**config.mk**
```make
export PLATFORM = sky130hd
export DESIGN_NAME = bmszvl_top
export DESIGN_NICKNAME = d
export VERILOG_FILES = /design/src/inc/bmszvl_pkg.sv /design/src/hdl/bmszvl_top.sv
export SDC_FILE = /design/constraint.sdc
export NUM_CORES = 1
export LEC_CHECK = 0
export BUFFER_PORTS_ARGS = -buffer_cell sky130_fd_sc_hd__buf_2
export CAP_MARGIN = 20
export CORE_ASPECT_RATIO = 1.2
export CORE_MARGIN = 4
export CORE_UTILIZATION = 59
export CTS_CLUSTER_DIAMETER = 80
export CTS_CLUSTER_SIZE = 40
export DETAILED_ROUTE_END_ITERATION = 10
export PLACE_DENSITY_LB_ADDON = 0.3
export SLEW_MARGIN = 5
export SYNTH_ARGS = -nofsm -noshare
export SYNTH_HDL_FRONTEND = slang
export SYNTH_SLANG_ARGS = --single-unit
```
**constraint.sdc**
```tcl
create_clock -name mclk_i -period 2.72 [get_ports mclk_i]
set_clock_uncertainty 0.15 [all_clocks]
set_input_delay 0.272 -clock mclk_i [delete_from_list [all_inputs] [get_ports mclk_i]]
set_output_delay 0.272 -clock mclk_i [all_outputs]
set_load 0.05 [all_outputs]
```
**src/inc/bmszvl_pkg.sv**
```systemverilog
// constants, enumerations and input bit positions of the buck mode
// select, zero-cross and valley limit control block.
// assumes a single 25 MHz control clock in the device.
package bmszvl_pkg;

   // ***************************************************
   // timing
   // ***************************************************
   localparam int CLK_MHZ = 25; // control clock rate
   localparam int UV_WAIT_US = 70; // undervoltage wait in microseconds
   localparam int UV_WAIT_CYC = UV_WAIT_US * CLK_MHZ; // wait in clocks
   localparam int HICCUP_SS_MULT = 7; // sleep, in soft-start periods
   localparam int ZC_REENTRY_RUN = 16; // clean cycles to re-enter dcm
   localparam int SS_ZC_CYCLES = 32; // zc window at soft start

   // ***************************************************
   // strap decode
   // ***************************************************
   localparam logic [4:0] STRAP_LAST = 5'h17; // highest code (float)
   localparam logic [4:0] STRAP_HALF = 5'h0c; // first skip-mode code
   localparam logic [2:0] RAMP_TOP = 3'h4; // ramp of a group's first code
   localparam logic [1:0] FREQ_800K = 2'h0; // 800 khz
   localparam logic [1:0] FREQ_1100K = 2'h1; // 1100 khz
   localparam logic [1:0] FREQ_1400K = 2'h2; // 1400 khz

   // ***************************************************
   // positions inside the synchronised input vector
   // ***************************************************
   localparam int IN_W = 16; // vector width
   localparam int IX_EN = 0; // output enable
   localparam int IX_CYC = 1; // switching cycle end strobe
   localparam int IX_ZC = 2; // current below zero-cross threshold
   localparam int IX_OVL = 3; // current above valley limit
   localparam int IX_LS = 4; // low-side switch conducting
   localparam int IX_HS = 5; // high-side on-time active
   localparam int IX_SSD = 6; // soft start done
   localparam int IX_UV = 7; // feedback below 79 percent
   localparam int IX_PG = 8; // feedback above 91 percent
   localparam int IX_RLO = 9; // limit resistor too small or shorted
   localparam int IX_RSV = 10; // spare, tied low
   localparam int IX_STRAP = 11; // lsb of the 5-bit strap code

   // ***************************************************
   // state enumerations
   // ***************************************************
   typedef enum logic {BMSZVL_CCM, BMSZVL_DCM} bmszvl_cond_e;
   typedef enum logic [2:0]
   {
      BMSZVL_OFF,
      BMSZVL_RUN,
      BMSZVL_UV_WAIT,
      BMSZVL_HICCUP,
      BMSZVL_LATCHED
   } bmszvl_prot_e;

endpackage

```
**src/hdl/bmszvl_top.sv**
```systemverilog
// digital control of the synchronous buck: strap latch, zero-cross and
// discontinuous conduction sequencing, valley limit and undervoltage.
// assumes analog comparators and timers drive the inputs asynchronously
// and the power stage acts on the registered outputs.
`timescale 1ns/1ps

module bmszvl_top
#(
   parameter int POR_DELAY_CYC = 1024, // power-on delay in clocks
   parameter int SS_PERIOD_CYC = 25000, // one soft-start period in clocks
   parameter bit HICCUP_VARIANT = 1'b1, // 1 hiccup, 0 latch off
   parameter int TW = 20 // timer width
)
(
   input wire logic mclk_i,
   input wire logic reset_i,
   input wire logic enable_i,
   input wire logic [4:0] strap_code_i,
   input wire logic cycle_end_i,
   input wire logic zc_below_i,
   input wire logic over_limit_i,
   input wire logic lowside_on_i,
   input wire logic highside_on_i,
   input wire logic ss_done_i,
   input wire logic fb_below_uv_i,
   input wire logic fb_above_pg_i,
   input wire logic limit_res_low_i,
   output logic config_valid_o,
   output logic forced_continuous_mode_o,
   output logic [1:0] freq_sel_o,
   output logic [2:0] ramp_setting_o,
   output logic converter_run_o,
   output logic zero_cross_detect_en_o,
   output logic discontinuous_conduction_o,
   output logic zc_threshold_pos_o,
   output logic lowside_zc_off_o,
   output logic valley_current_limit_o,
   output logic limit_clamp_o,
   output logic undervoltage_event_o,
   output logic hiccup_active_o,
   output logic latched_off_o
);

   // ***************************************************
   // constants and state
   // ***************************************************
   localparam int HICCUP_CYC = bmszvl_pkg::HICCUP_SS_MULT * SS_PERIOD_CYC;
   localparam logic [TW-1:0] UV_END = TW'(bmszvl_pkg::UV_WAIT_CYC - 1);
   localparam logic [TW-1:0] HIC_END = TW'(HICCUP_CYC - 1);
   localparam logic [15:0] POR_END = 16'(POR_DELAY_CYC - 1);
   localparam logic [4:0] RUN_END = 5'(bmszvl_pkg::ZC_REENTRY_RUN - 1);
   localparam logic [5:0] SS_FULL = 6'(bmszvl_pkg::SS_ZC_CYCLES);

   typedef struct packed
   {
      logic [bmszvl_pkg::IN_W-1:0] s1; // synchroniser first stage
      logic [bmszvl_pkg::IN_W-1:0] s2; // synchroniser second stage
      logic cyc_prev; // last cycle strobe level
      logic hs_prev; // last high-side level
      logic [15:0] por_cnt; // power-on delay count
      logic cfg_valid; // strap frozen
      logic forced_continuous_mode; // forced continuous selected
      logic [1:0] freq; // frequency code
      logic [2:0] ramp; // ramp setting 1..4
      bmszvl_pkg::bmszvl_prot_e prot; // protection state
      logic [TW-1:0] tmr; // uv wait and hiccup timer
      logic [5:0] ss_cnt; // cycles since running began, cleared outside run, saturating
      logic hs_after; // high-side pulse ended after soft start
      logic zc_en; // zero-cross detection active
      bmszvl_pkg::bmszvl_cond_e cond; // conduction mode
      logic [4:0] run; // consecutive zero-cross cycles
      logic ls_off; // low side off at zero-cross
      logic hold; // valley limit holding low side
      logic clamp; // internal clamp in force
   } bmszvl_state_s;

   bmszvl_state_s q_r; // registered state
   bmszvl_state_s q_nxt; // next state

   // ***************************************************
   // strap decode
   // ***************************************************
   // returns {forced_continuous_mode, freq[1:0], ramp[2:0]}; codes above the last one
   // read as the floating pin so a bad detector still gives a legal mode
   function automatic logic [5:0] strap_decode(input logic [4:0] code);
      logic [4:0] c;
      logic [4:0] w;
      logic fc;
      c = (code > bmszvl_pkg::STRAP_LAST) ? bmszvl_pkg::STRAP_LAST : code;
      fc = (c < bmszvl_pkg::STRAP_HALF);
      w = fc ? c : 5'(c - bmszvl_pkg::STRAP_HALF);
      // groups of four step the frequency, ramp counts down in a group
      strap_decode = {fc, w[3:2],
         3'(bmszvl_pkg::RAMP_TOP - {1'b0, w[1:0]})};
   endfunction

   // ***************************************************
   // next-state logic
   // ***************************************************
   always_comb
   begin
      logic en;
      logic cyc_evt;
      logic hs_fall;
      logic ssd;
      logic running;
      logic zc;
      en = 1'b0;
      cyc_evt = 1'b0;
      hs_fall = 1'b0;
      ssd = 1'b0;
      running = 1'b0;
      zc = 1'b0;
      q_nxt = q_r;
      // inputs come from analog blocks, so two stages before any use
      q_nxt.s1 = {strap_code_i, 1'b0, limit_res_low_i, fb_above_pg_i,
         fb_below_uv_i, ss_done_i, highside_on_i, lowside_on_i,
         over_limit_i, zc_below_i, cycle_end_i, enable_i};
      q_nxt.s2 = q_r.s1;
      en = q_r.s2[bmszvl_pkg::IX_EN];
      ssd = q_r.s2[bmszvl_pkg::IX_SSD];
      zc = q_r.s2[bmszvl_pkg::IX_ZC];
      q_nxt.cyc_prev = q_r.s2[bmszvl_pkg::IX_CYC];
      q_nxt.hs_prev = q_r.s2[bmszvl_pkg::IX_HS];
      cyc_evt = q_r.s2[bmszvl_pkg::IX_CYC] & ~q_r.cyc_prev;
      hs_fall = ~q_r.s2[bmszvl_pkg::IX_HS] & q_r.hs_prev;

      // strap follows the pin only until the delay ends
      if (!q_r.cfg_valid)
      begin
         {q_nxt.forced_continuous_mode, q_nxt.freq, q_nxt.ramp} = strap_decode(
            q_r.s2[bmszvl_pkg::IX_STRAP +: 5]);
         q_nxt.por_cnt = 16'(q_r.por_cnt + 16'h0001);
         if (q_r.por_cnt == POR_END)
         begin
            q_nxt.cfg_valid = 1'b1;
         end
      end

      // protection sequence
      case (q_r.prot)
         bmszvl_pkg::BMSZVL_OFF:
         begin
            q_nxt.tmr = '0;
            if (en && q_r.cfg_valid)
            begin
               q_nxt.prot = bmszvl_pkg::BMSZVL_RUN;
            end
         end
         bmszvl_pkg::BMSZVL_RUN:
         begin
            // comparator ignored until soft start ends
            if (ssd && q_r.s2[bmszvl_pkg::IX_UV])
            begin
               q_nxt.prot = bmszvl_pkg::BMSZVL_UV_WAIT;
               q_nxt.tmr = '0;
            end
         end
         bmszvl_pkg::BMSZVL_UV_WAIT:
         begin
            if (q_r.s2[bmszvl_pkg::IX_PG])
            begin
               q_nxt.prot = bmszvl_pkg::BMSZVL_RUN;
               q_nxt.tmr = '0;
            end
            else if (q_r.tmr == UV_END)
            begin
               q_nxt.tmr = '0;
               q_nxt.prot = HICCUP_VARIANT ? bmszvl_pkg::BMSZVL_HICCUP
                  : bmszvl_pkg::BMSZVL_LATCHED;
            end
            else
            begin
               q_nxt.tmr = TW'(q_r.tmr + 1'b1);
            end
         end
         bmszvl_pkg::BMSZVL_HICCUP:
         begin
            // switching stops so the soft start restarts afterwards
            if (q_r.tmr == HIC_END)
            begin
               q_nxt.tmr = '0;
               q_nxt.prot = bmszvl_pkg::BMSZVL_RUN;
            end
            else
            begin
               q_nxt.tmr = TW'(q_r.tmr + 1'b1);
            end
         end
         bmszvl_pkg::BMSZVL_LATCHED:
         begin
            q_nxt.tmr = '0; // only enable low releases it
         end
         default:
         begin
            q_nxt.prot = bmszvl_pkg::BMSZVL_OFF;
            q_nxt.tmr = '0;
         end
      endcase
      if (!en)
      begin
         q_nxt.prot = bmszvl_pkg::BMSZVL_OFF;
         q_nxt.tmr = '0;
      end
      running = (q_nxt.prot == bmszvl_pkg::BMSZVL_RUN) ||
         (q_nxt.prot == bmszvl_pkg::BMSZVL_UV_WAIT);

      // soft-start zero-cross window
      if (!running)
      begin
         q_nxt.ss_cnt = '0;
         q_nxt.hs_after = 1'b0;
      end
      else
      begin
         if (cyc_evt && q_r.ss_cnt != SS_FULL)
         begin
            q_nxt.ss_cnt = 6'(q_r.ss_cnt + 6'h01);
         end
         if (ssd && hs_fall)
         begin
            q_nxt.hs_after = 1'b1;
         end
      end
      // skip mode keeps detection; forced continuous drops it once soft
      // start is done and either 32 cycles or one on-time have passed
      q_nxt.zc_en = running && (!q_r.forced_continuous_mode || !ssd ||
         !((q_r.ss_cnt == SS_FULL) || q_r.hs_after));

      // conduction mode
      if (!q_r.zc_en)
      begin
         q_nxt.cond = bmszvl_pkg::BMSZVL_CCM;
         q_nxt.run = '0;
      end
      else if (cyc_evt)
      begin
         case (q_r.cond)
            bmszvl_pkg::BMSZVL_CCM:
            begin
               if (!zc)
               begin
                  q_nxt.run = '0; // a break restarts the run
               end
               else if (q_r.run == RUN_END)
               begin
                  q_nxt.run = '0;
                  q_nxt.cond = bmszvl_pkg::BMSZVL_DCM;
               end
               else
               begin
                  q_nxt.run = 5'(q_r.run + 5'h01);
               end
            end
            bmszvl_pkg::BMSZVL_DCM:
            begin
               if (!zc)
               begin
                  q_nxt.cond = bmszvl_pkg::BMSZVL_CCM;
                  q_nxt.run = '0;
               end
            end
            default:
            begin
               q_nxt.cond = bmszvl_pkg::BMSZVL_CCM;
               q_nxt.run = '0;
            end
         endcase
      end

      // switch commands, delayed by the synchroniser
      q_nxt.ls_off = q_r.zc_en && zc &&
         q_r.s2[bmszvl_pkg::IX_LS];
      q_nxt.hold = running && q_r.s2[bmszvl_pkg::IX_LS] &&
         q_r.s2[bmszvl_pkg::IX_OVL];
      q_nxt.clamp = q_r.s2[bmszvl_pkg::IX_RLO];
   end

   // ***************************************************
   // state register
   // ***************************************************
   always_ff @(posedge mclk_i)
   begin
      if (reset_i)
      begin
         q_r <= '0;
         q_r.prot <= bmszvl_pkg::BMSZVL_OFF;
         q_r.cond <= bmszvl_pkg::BMSZVL_CCM;
      end
      else
      begin
         q_r <= q_nxt;
      end
   end

   // ***************************************************
   // outputs, all from the state register
   // ***************************************************
   assign config_valid_o = q_r.cfg_valid;
   assign forced_continuous_mode_o = q_r.forced_continuous_mode;
   assign freq_sel_o = q_r.freq;
   assign ramp_setting_o = q_r.ramp;
   assign converter_run_o = (q_r.prot == bmszvl_pkg::BMSZVL_RUN) ||
      (q_r.prot == bmszvl_pkg::BMSZVL_UV_WAIT);
   assign zero_cross_detect_en_o = q_r.zc_en;
   assign discontinuous_conduction_o = (q_r.cond == bmszvl_pkg::BMSZVL_DCM);
   // low means the small negative threshold, high the positive one
   assign zc_threshold_pos_o =
      (q_r.cond == bmszvl_pkg::BMSZVL_DCM);
   assign lowside_zc_off_o = q_r.ls_off;
   assign valley_current_limit_o = q_r.hold;
   assign limit_clamp_o = q_r.clamp;
   assign undervoltage_event_o = (q_r.prot == bmszvl_pkg::BMSZVL_UV_WAIT);
   assign hiccup_active_o = (q_r.prot == bmszvl_pkg::BMSZVL_HICCUP);
   assign latched_off_o = (q_r.prot == bmszvl_pkg::BMSZVL_LATCHED);

endmodule

```
; Word level (Yosys, flattened, before mapping)
; Index checks and enable logic that the tools add are counted.
[totals]
inputBits = 17
word_cells = 92
out_inout_bits = 17
register_bits = 97
[classes]
bitwise = 8
mux = 20
n_addsub = 6
n_lt_le_gt_ge = 2
eq_ne = 14
n_reduce_logical = 22
[op_table]
columns = operator, n
row1 = $mux W23, 4
row2 = $pmux W20 S3, 1
row3 = $mux W20, 2
row4 = $add A20 B1 Y20 const B, 1
row5 = $eq A20 B11 Y1 const B, 1
row6 = $eq A20 B18 Y1 const B, 1
row7 = $add A16 B1 Y16 const B, 1
row8 = $eq A16 B10 Y1 const B, 1
row9 = $mux W5, 3
row10 = $pmux W3 S5, 1
row11 = $pmux W6 S2, 1
row12 = $eq A3 B2 Y1 const B, 3
row13 = $logic_and A1 B1 Y1, 9
row14 = $mux W3, 3
row15 = $add A6 B1 Y6 const B, 1
row16 = $eq A3 B1 Y1 const B, 2
row17 = $eq A6 B6 Y1 const B, 1
row18 = $mux W6, 1
row19 = $ne A6 B6 Y1 const B, 1
row20 = $not A1 Y1, 6
row21 = $reduce_or A2 Y1, 3
row22 = $add A5 B1 Y5 const B, 1
row23 = $eq A5 B4 Y1 const B, 1
row24 = $gt A5 B5 Y1 const B, 1
row25 = other kinds (12), 22

; Longest topological paths before layout
[logic_depth]
depth_word = 9
ltp_mapped = 8
depth_no_buf = 7

; Worst setup path after synthesis
; Ideal clock, no wire load.
[synth_path]
kind = reg2reg
start = reg q_r[39] (netlist name)
end = reg q_r[39] (netlist name)
arrival_time_ps = 1965
t_required_ps = 2504
setup_slack_ps = 538
n_path_buf = 1
setup_time_ps = 66
synth_period_minus_slack_ps = 2182
path_stages_with_launch = 4
cell_sequence = dfxtp_1 clkbuf_1 nor3b_1 and2_1
[synth_via]
word_cells_on_any_way = 12
classes_between = eq/ne: 4 / mux: 7 / reduce/logical: 1
[synth_lines]
columns = element, line_no
row1 = start: declaration, bmszvl_top.sv:77  ; bmszvl_state_s q_r;
row2 = start signal: assignment, bmszvl_top.sv:292  ; q_r <= q_nxt;
row3 = $eq A3 B3 Y1, --
row4 = via latched_off_o, bmszvl_top.sv:41  ; output logic latched_off_o
row5 = $pmux W3 S5, bmszvl_top.sv:141  ; case (q_r.prot)
row6 = $mux W23, bmszvl_top.sv:200  ; if (!en)
; The timed path passes the listed nets, and every way through them passes these cells. The select of a mux whose other input is x is not followed.
; A chain may end at the register's enable or synchronous reset.

; Worst setup path after layout
[layout_path]
start = reg q_r[17] (netlist name)
end = reg q_r[12] (netlist name)
[layout_via]
elab_chain_cells = 9
word_cells_on_any_way = 12
classes_between = eq/ne: 4 / mux: 5 / bitwise: 1 / reduce/logical: 2
[layout_rtl]
columns = element, line_no
row1 = $eq A20 B11 Y1, bmszvl_top.sv:166  ; else if (q_r.tmr == UV_END)
row2 = $mux W3, bmszvl_top.sv:166
row3 = $mux W23, bmszvl_top.sv:161  ; if (q_r.s2[bmszvl_pkg::IX_PG])
row4 = $pmux W3 S5 (*), bmszvl_top.sv:141
row5 = $mux W23 (*), bmszvl_top.sv:200
row6 = $eq A3 B1 Y1 or $eq A3 B2 Y1 (tied branches), "bmszvl_top.sv:205, bmszvl_top.sv:206"
row7 = $logic_or A1 B1 Y1 (*), bmszvl_top.sv:205  ; running = (q_nxt.prot == bmszvl_pkg::BMSZVL_RUN) ||
row8 = $not A1 Y1 (no line) (*), --
row9 = $reduce_or A2 Y1 (no line) (*), --
; Mark *: on every way between the ends. The rest lies on a longest branch, timed or not.

==> impl_results.md <==
* Post-synthesis mux area share at under 10%
* DR pass1 iterations at 4
* Lkg Pwr at between 0.0015 and 0.002 uW
* Max IR drop VDD at 0.633 mV
* Worst reg-to-reg setup slack at about 0.43 ns
* Reg power frac at 56.2%
* DRT iter0 DRCs at approximately 120
* PwrDens at 542 mW/mm^2
* Post-synth ARST share at 0%
* Sequential cell area fraction in the yosys report at 45.8%
* P_sw at approximately 630 uW
* CTS Sinks at 95
* CP delay by family, top: simple AND/OR/NAND/NOR gates
* HPWL Detailed at roughly 5400 um
* First-pass GRT wire length at ~14000 um
* Largest area contributor in the netlist: dfxtp_1
* Power Total at ~2600 uW
* Total track usage at 19.5%
* Antenna violations before repair at 0
* Slowest-stage cell, CP: or4_4
* Via density at 5.54
* Synth Flop Type: dfxtp_1
* Worst setup EP type: register
* DR vias at approximately 3300
* Final ANT Viol Nets at 0
* EDFF count, synth at 0
* Clock latency on the worst-skew pair at around 0.37 ns
* Row count at 33
* Critical path cell sequence: ha_1, nor4bb_1, nand3_1, or4_4, a211oi_1, mux2_1
* GPL Wtd Cong at between 0.8 and 0.9
* Clock share of power at between 30 and 40%
* Critical path launch point type: register
* Post-layout util at 68.8%
* H-tree lvl count at 3
* Commonest cells in the netlist: dfxtp_1 (95), nor2_1 (59), nor2b_1 (35), nand3_1 (22), a21oi_1 (21)
* MaxCap Viol Count at 0
* Slew Viols, Final at 0
* Post-cts sizing count at 0
* Cts bufs inserted at 9
* Antenna diodes at 0
* FF+latch count, synth at 95
* Top cell type's share of synthesized area at between 40% and 50%
* Outcome: completed
* Simple-Gate Fraction of Synth Area at 26.7%
* Reg area at approximately 0.0019 mm^2
* Final TNS setup at 0 ns
* Sw frac at 24.5%
* Largest net degree at the start of global routing at 58
* Routed len/inst at around 13 um
* Ys Warns at 0
* Vias in the first global route at around 3200
* Worst stage delay on the critical path at 0.59 ns
* Post-Syn Area per Cell at between 9 and 10 um^2
* Die Height at between 90 and 100 um
* Adder-cell share of the synthesized area at 2.11%
* Count leader, synth: dfxtp_1
* Footprint of the multi-input gates at 0.00206 mm^2
* Die X at approximately 85 um
* PortBufs at 33
* Worst Path Buf+Inv at 0
* Layout overhead on the synthesized area at 13.7%
* Setup violators final at 0
* Post-route DRC at 0
* CP Data Required Time at roughly 2.9 ns
* Achievable Freq at ~440 MHz
* Pint at between 1500 and 2000 uW
* Largest family of logic cells by synthesized area: simple AND/OR/NAND/NOR gates
* Worst Path Max Fanout at 10
* Top Ports at 34
* Cells after Synth at 461
* Worst Path Arrival at 2.45 ns
* CTS clock-pin slew for the worst setup and hold paths at approximately 0.10 ns
* Total grt overflow at 0
* Nets at ~530
* Crit path kind: register to register
* Full die area at 0.00845 mm^2
* RSZ-0062 raised after global routing: no
* Core Box Area at ~0.007 mm^2
* Share of post-route cells with drive strength above 1 at around 13%
* Synth top area cells: dfxtp_1 (46%), nor2_1 (5.3%), nor2b_1 (5.3%), xnor2_1 (3.4%), mux2i_1 (3.1%)
* Post-synth cell types at 56
* Period utilization at a little over four fifths
* Combinational power share at 4.3%
* Fin crit period at ~2.3 ns
* Syn_nets at approximately 490
* CTS Root Cell: clkbuf_8
* Post-synthesis compound-gate area fraction at a little over a tenth
* Mapped cell area at 0.00415 mm^2
* Xor and xnor fraction of the mapped netlist area at between 6 and 7%
* Rel. slew slack at 57.0%
* CTS Buffer Depth at 2
* CTS tree: built
* Final Hold Fails at 0
* Routed Wire Length at slightly below 8000 um
* Filler cell count at 567
* Starting Density at around three fifths
* HP Class: primary input to register
* Tightest Pin Transition at roughly 0.64 ns
cell usage in the layout (no fill, tap or decap), types with 3 or more instances in the layout:
cell type / instances
a211oi_1: 3
a21oi_1: 21
a31oi_1: 6
and3_1: 6
buf_2: 33
buf_4: 6
clkbuf_8: 9
dfxtp_1: 95
dlygate4sd3_1: 15
ha_1: 7
inv_1: 17
mux2i_1: 13
nand2_1: 19
nand2b_1: 8
nand3_1: 22
nand3b_1: 4
nand4_1: 7
nor2_1: 59
nor2b_1: 35
nor3_1: 11
nor3b_1: 3
nor4_1: 9
o21ai_0: 19
o22ai_1: 4
or3_1: 5
xnor2_1: 16
xor2_1: 14
worst reg2reg max path, stage by stage (launching register included):
cell and delay, ns:
dfxtp_1 0.44, ha_1 0.17, nor4bb_1 0.30, nand3_1 0.19, or4_4 0.59, a211oi_1 0.24
mux2_1 0.15
what timing repair did:
item	4_1_cts	5_1_grt
hold buffers	15	0
hold endpoints to repair	15	0
setup buffers	0	0
per-stage QoR:
step                      area (um^2)  instances  worst slack, ns  hold WS (ns)
final                            4720        594            0.430         0.180
after global routing             4720        594            0.311         0.208
after CTS                        4720        594            0.431         0.166
after detailed placement         4340        563            0.458         0.275
after global placement           4340        563            0.547         0.266
after floorplan                  4150        461            0.538         0.250
cell families after synthesis:
logic type,after synthesis
mux,14
xor+xnor,30
simple gates,205
compound gates,69
flops,95
buf+inv,41
fa+ha+maj,7
metal layers:
layer	vias to the layer above	GRT usage [%]	share of wire [%]
li1	1674	-	-
met1	1539	23.5	45
met2	59	33.2	49
met3	16	3.69	3.0
met4	0	9.99	2.5
met5	-	0	0
state kept, by name (all words and copies together), names as in the netlist:
| signal | count |
|---|---|
| q_r | 65 |
| discontinuous_conduction_o | 1 |
| ramp_setting_o | 3 |
| limit_clamp_o | 1 |
| freq_sel_o | 2 |
| q_nxt | 18 |
| zero_cross_detect_en_o | 1 |
| forced_continuous_mode_o | 1 |
| config_valid_o | 1 |
| lowside_zc_off_o | 1 |
| valley_current_limit_o | 1 |
power groups by stage:
stage          clock (uW)  sequential (uW)  combinational [uW]
3_3_place_gp            0             1470                91.4
5_1_grt              1090             1440                 123
6_report             1010             1440                 111
3_5_place_dp            0             1470                94.5
2_1_floorplan           0             1470                69.7
4_1_cts              1030             1440                 111
final cells by class:
class,instances,share of cell area [%]
inverter,17,1.35
tap,87,2.31
clock inverter,7,2.18
sequential,95,40.3
multi-input combinational,325,43.6
clock buffer,9,2.63
timing repair buffer,54,7.64
final timing paths:
kind / endpoint / startpoint / depth (start not counted)
worst max-delay path: q_r[12] / q_r[17] / 6
worst min register to register: q_r[63] / q_nxt[63] / 2
worst min-delay path: q_r[38] / reset_i / 3
worst max register to register: q_r[12] / q_r[17] / 6
No activity file was read; power rests on OpenSTA's default activity.
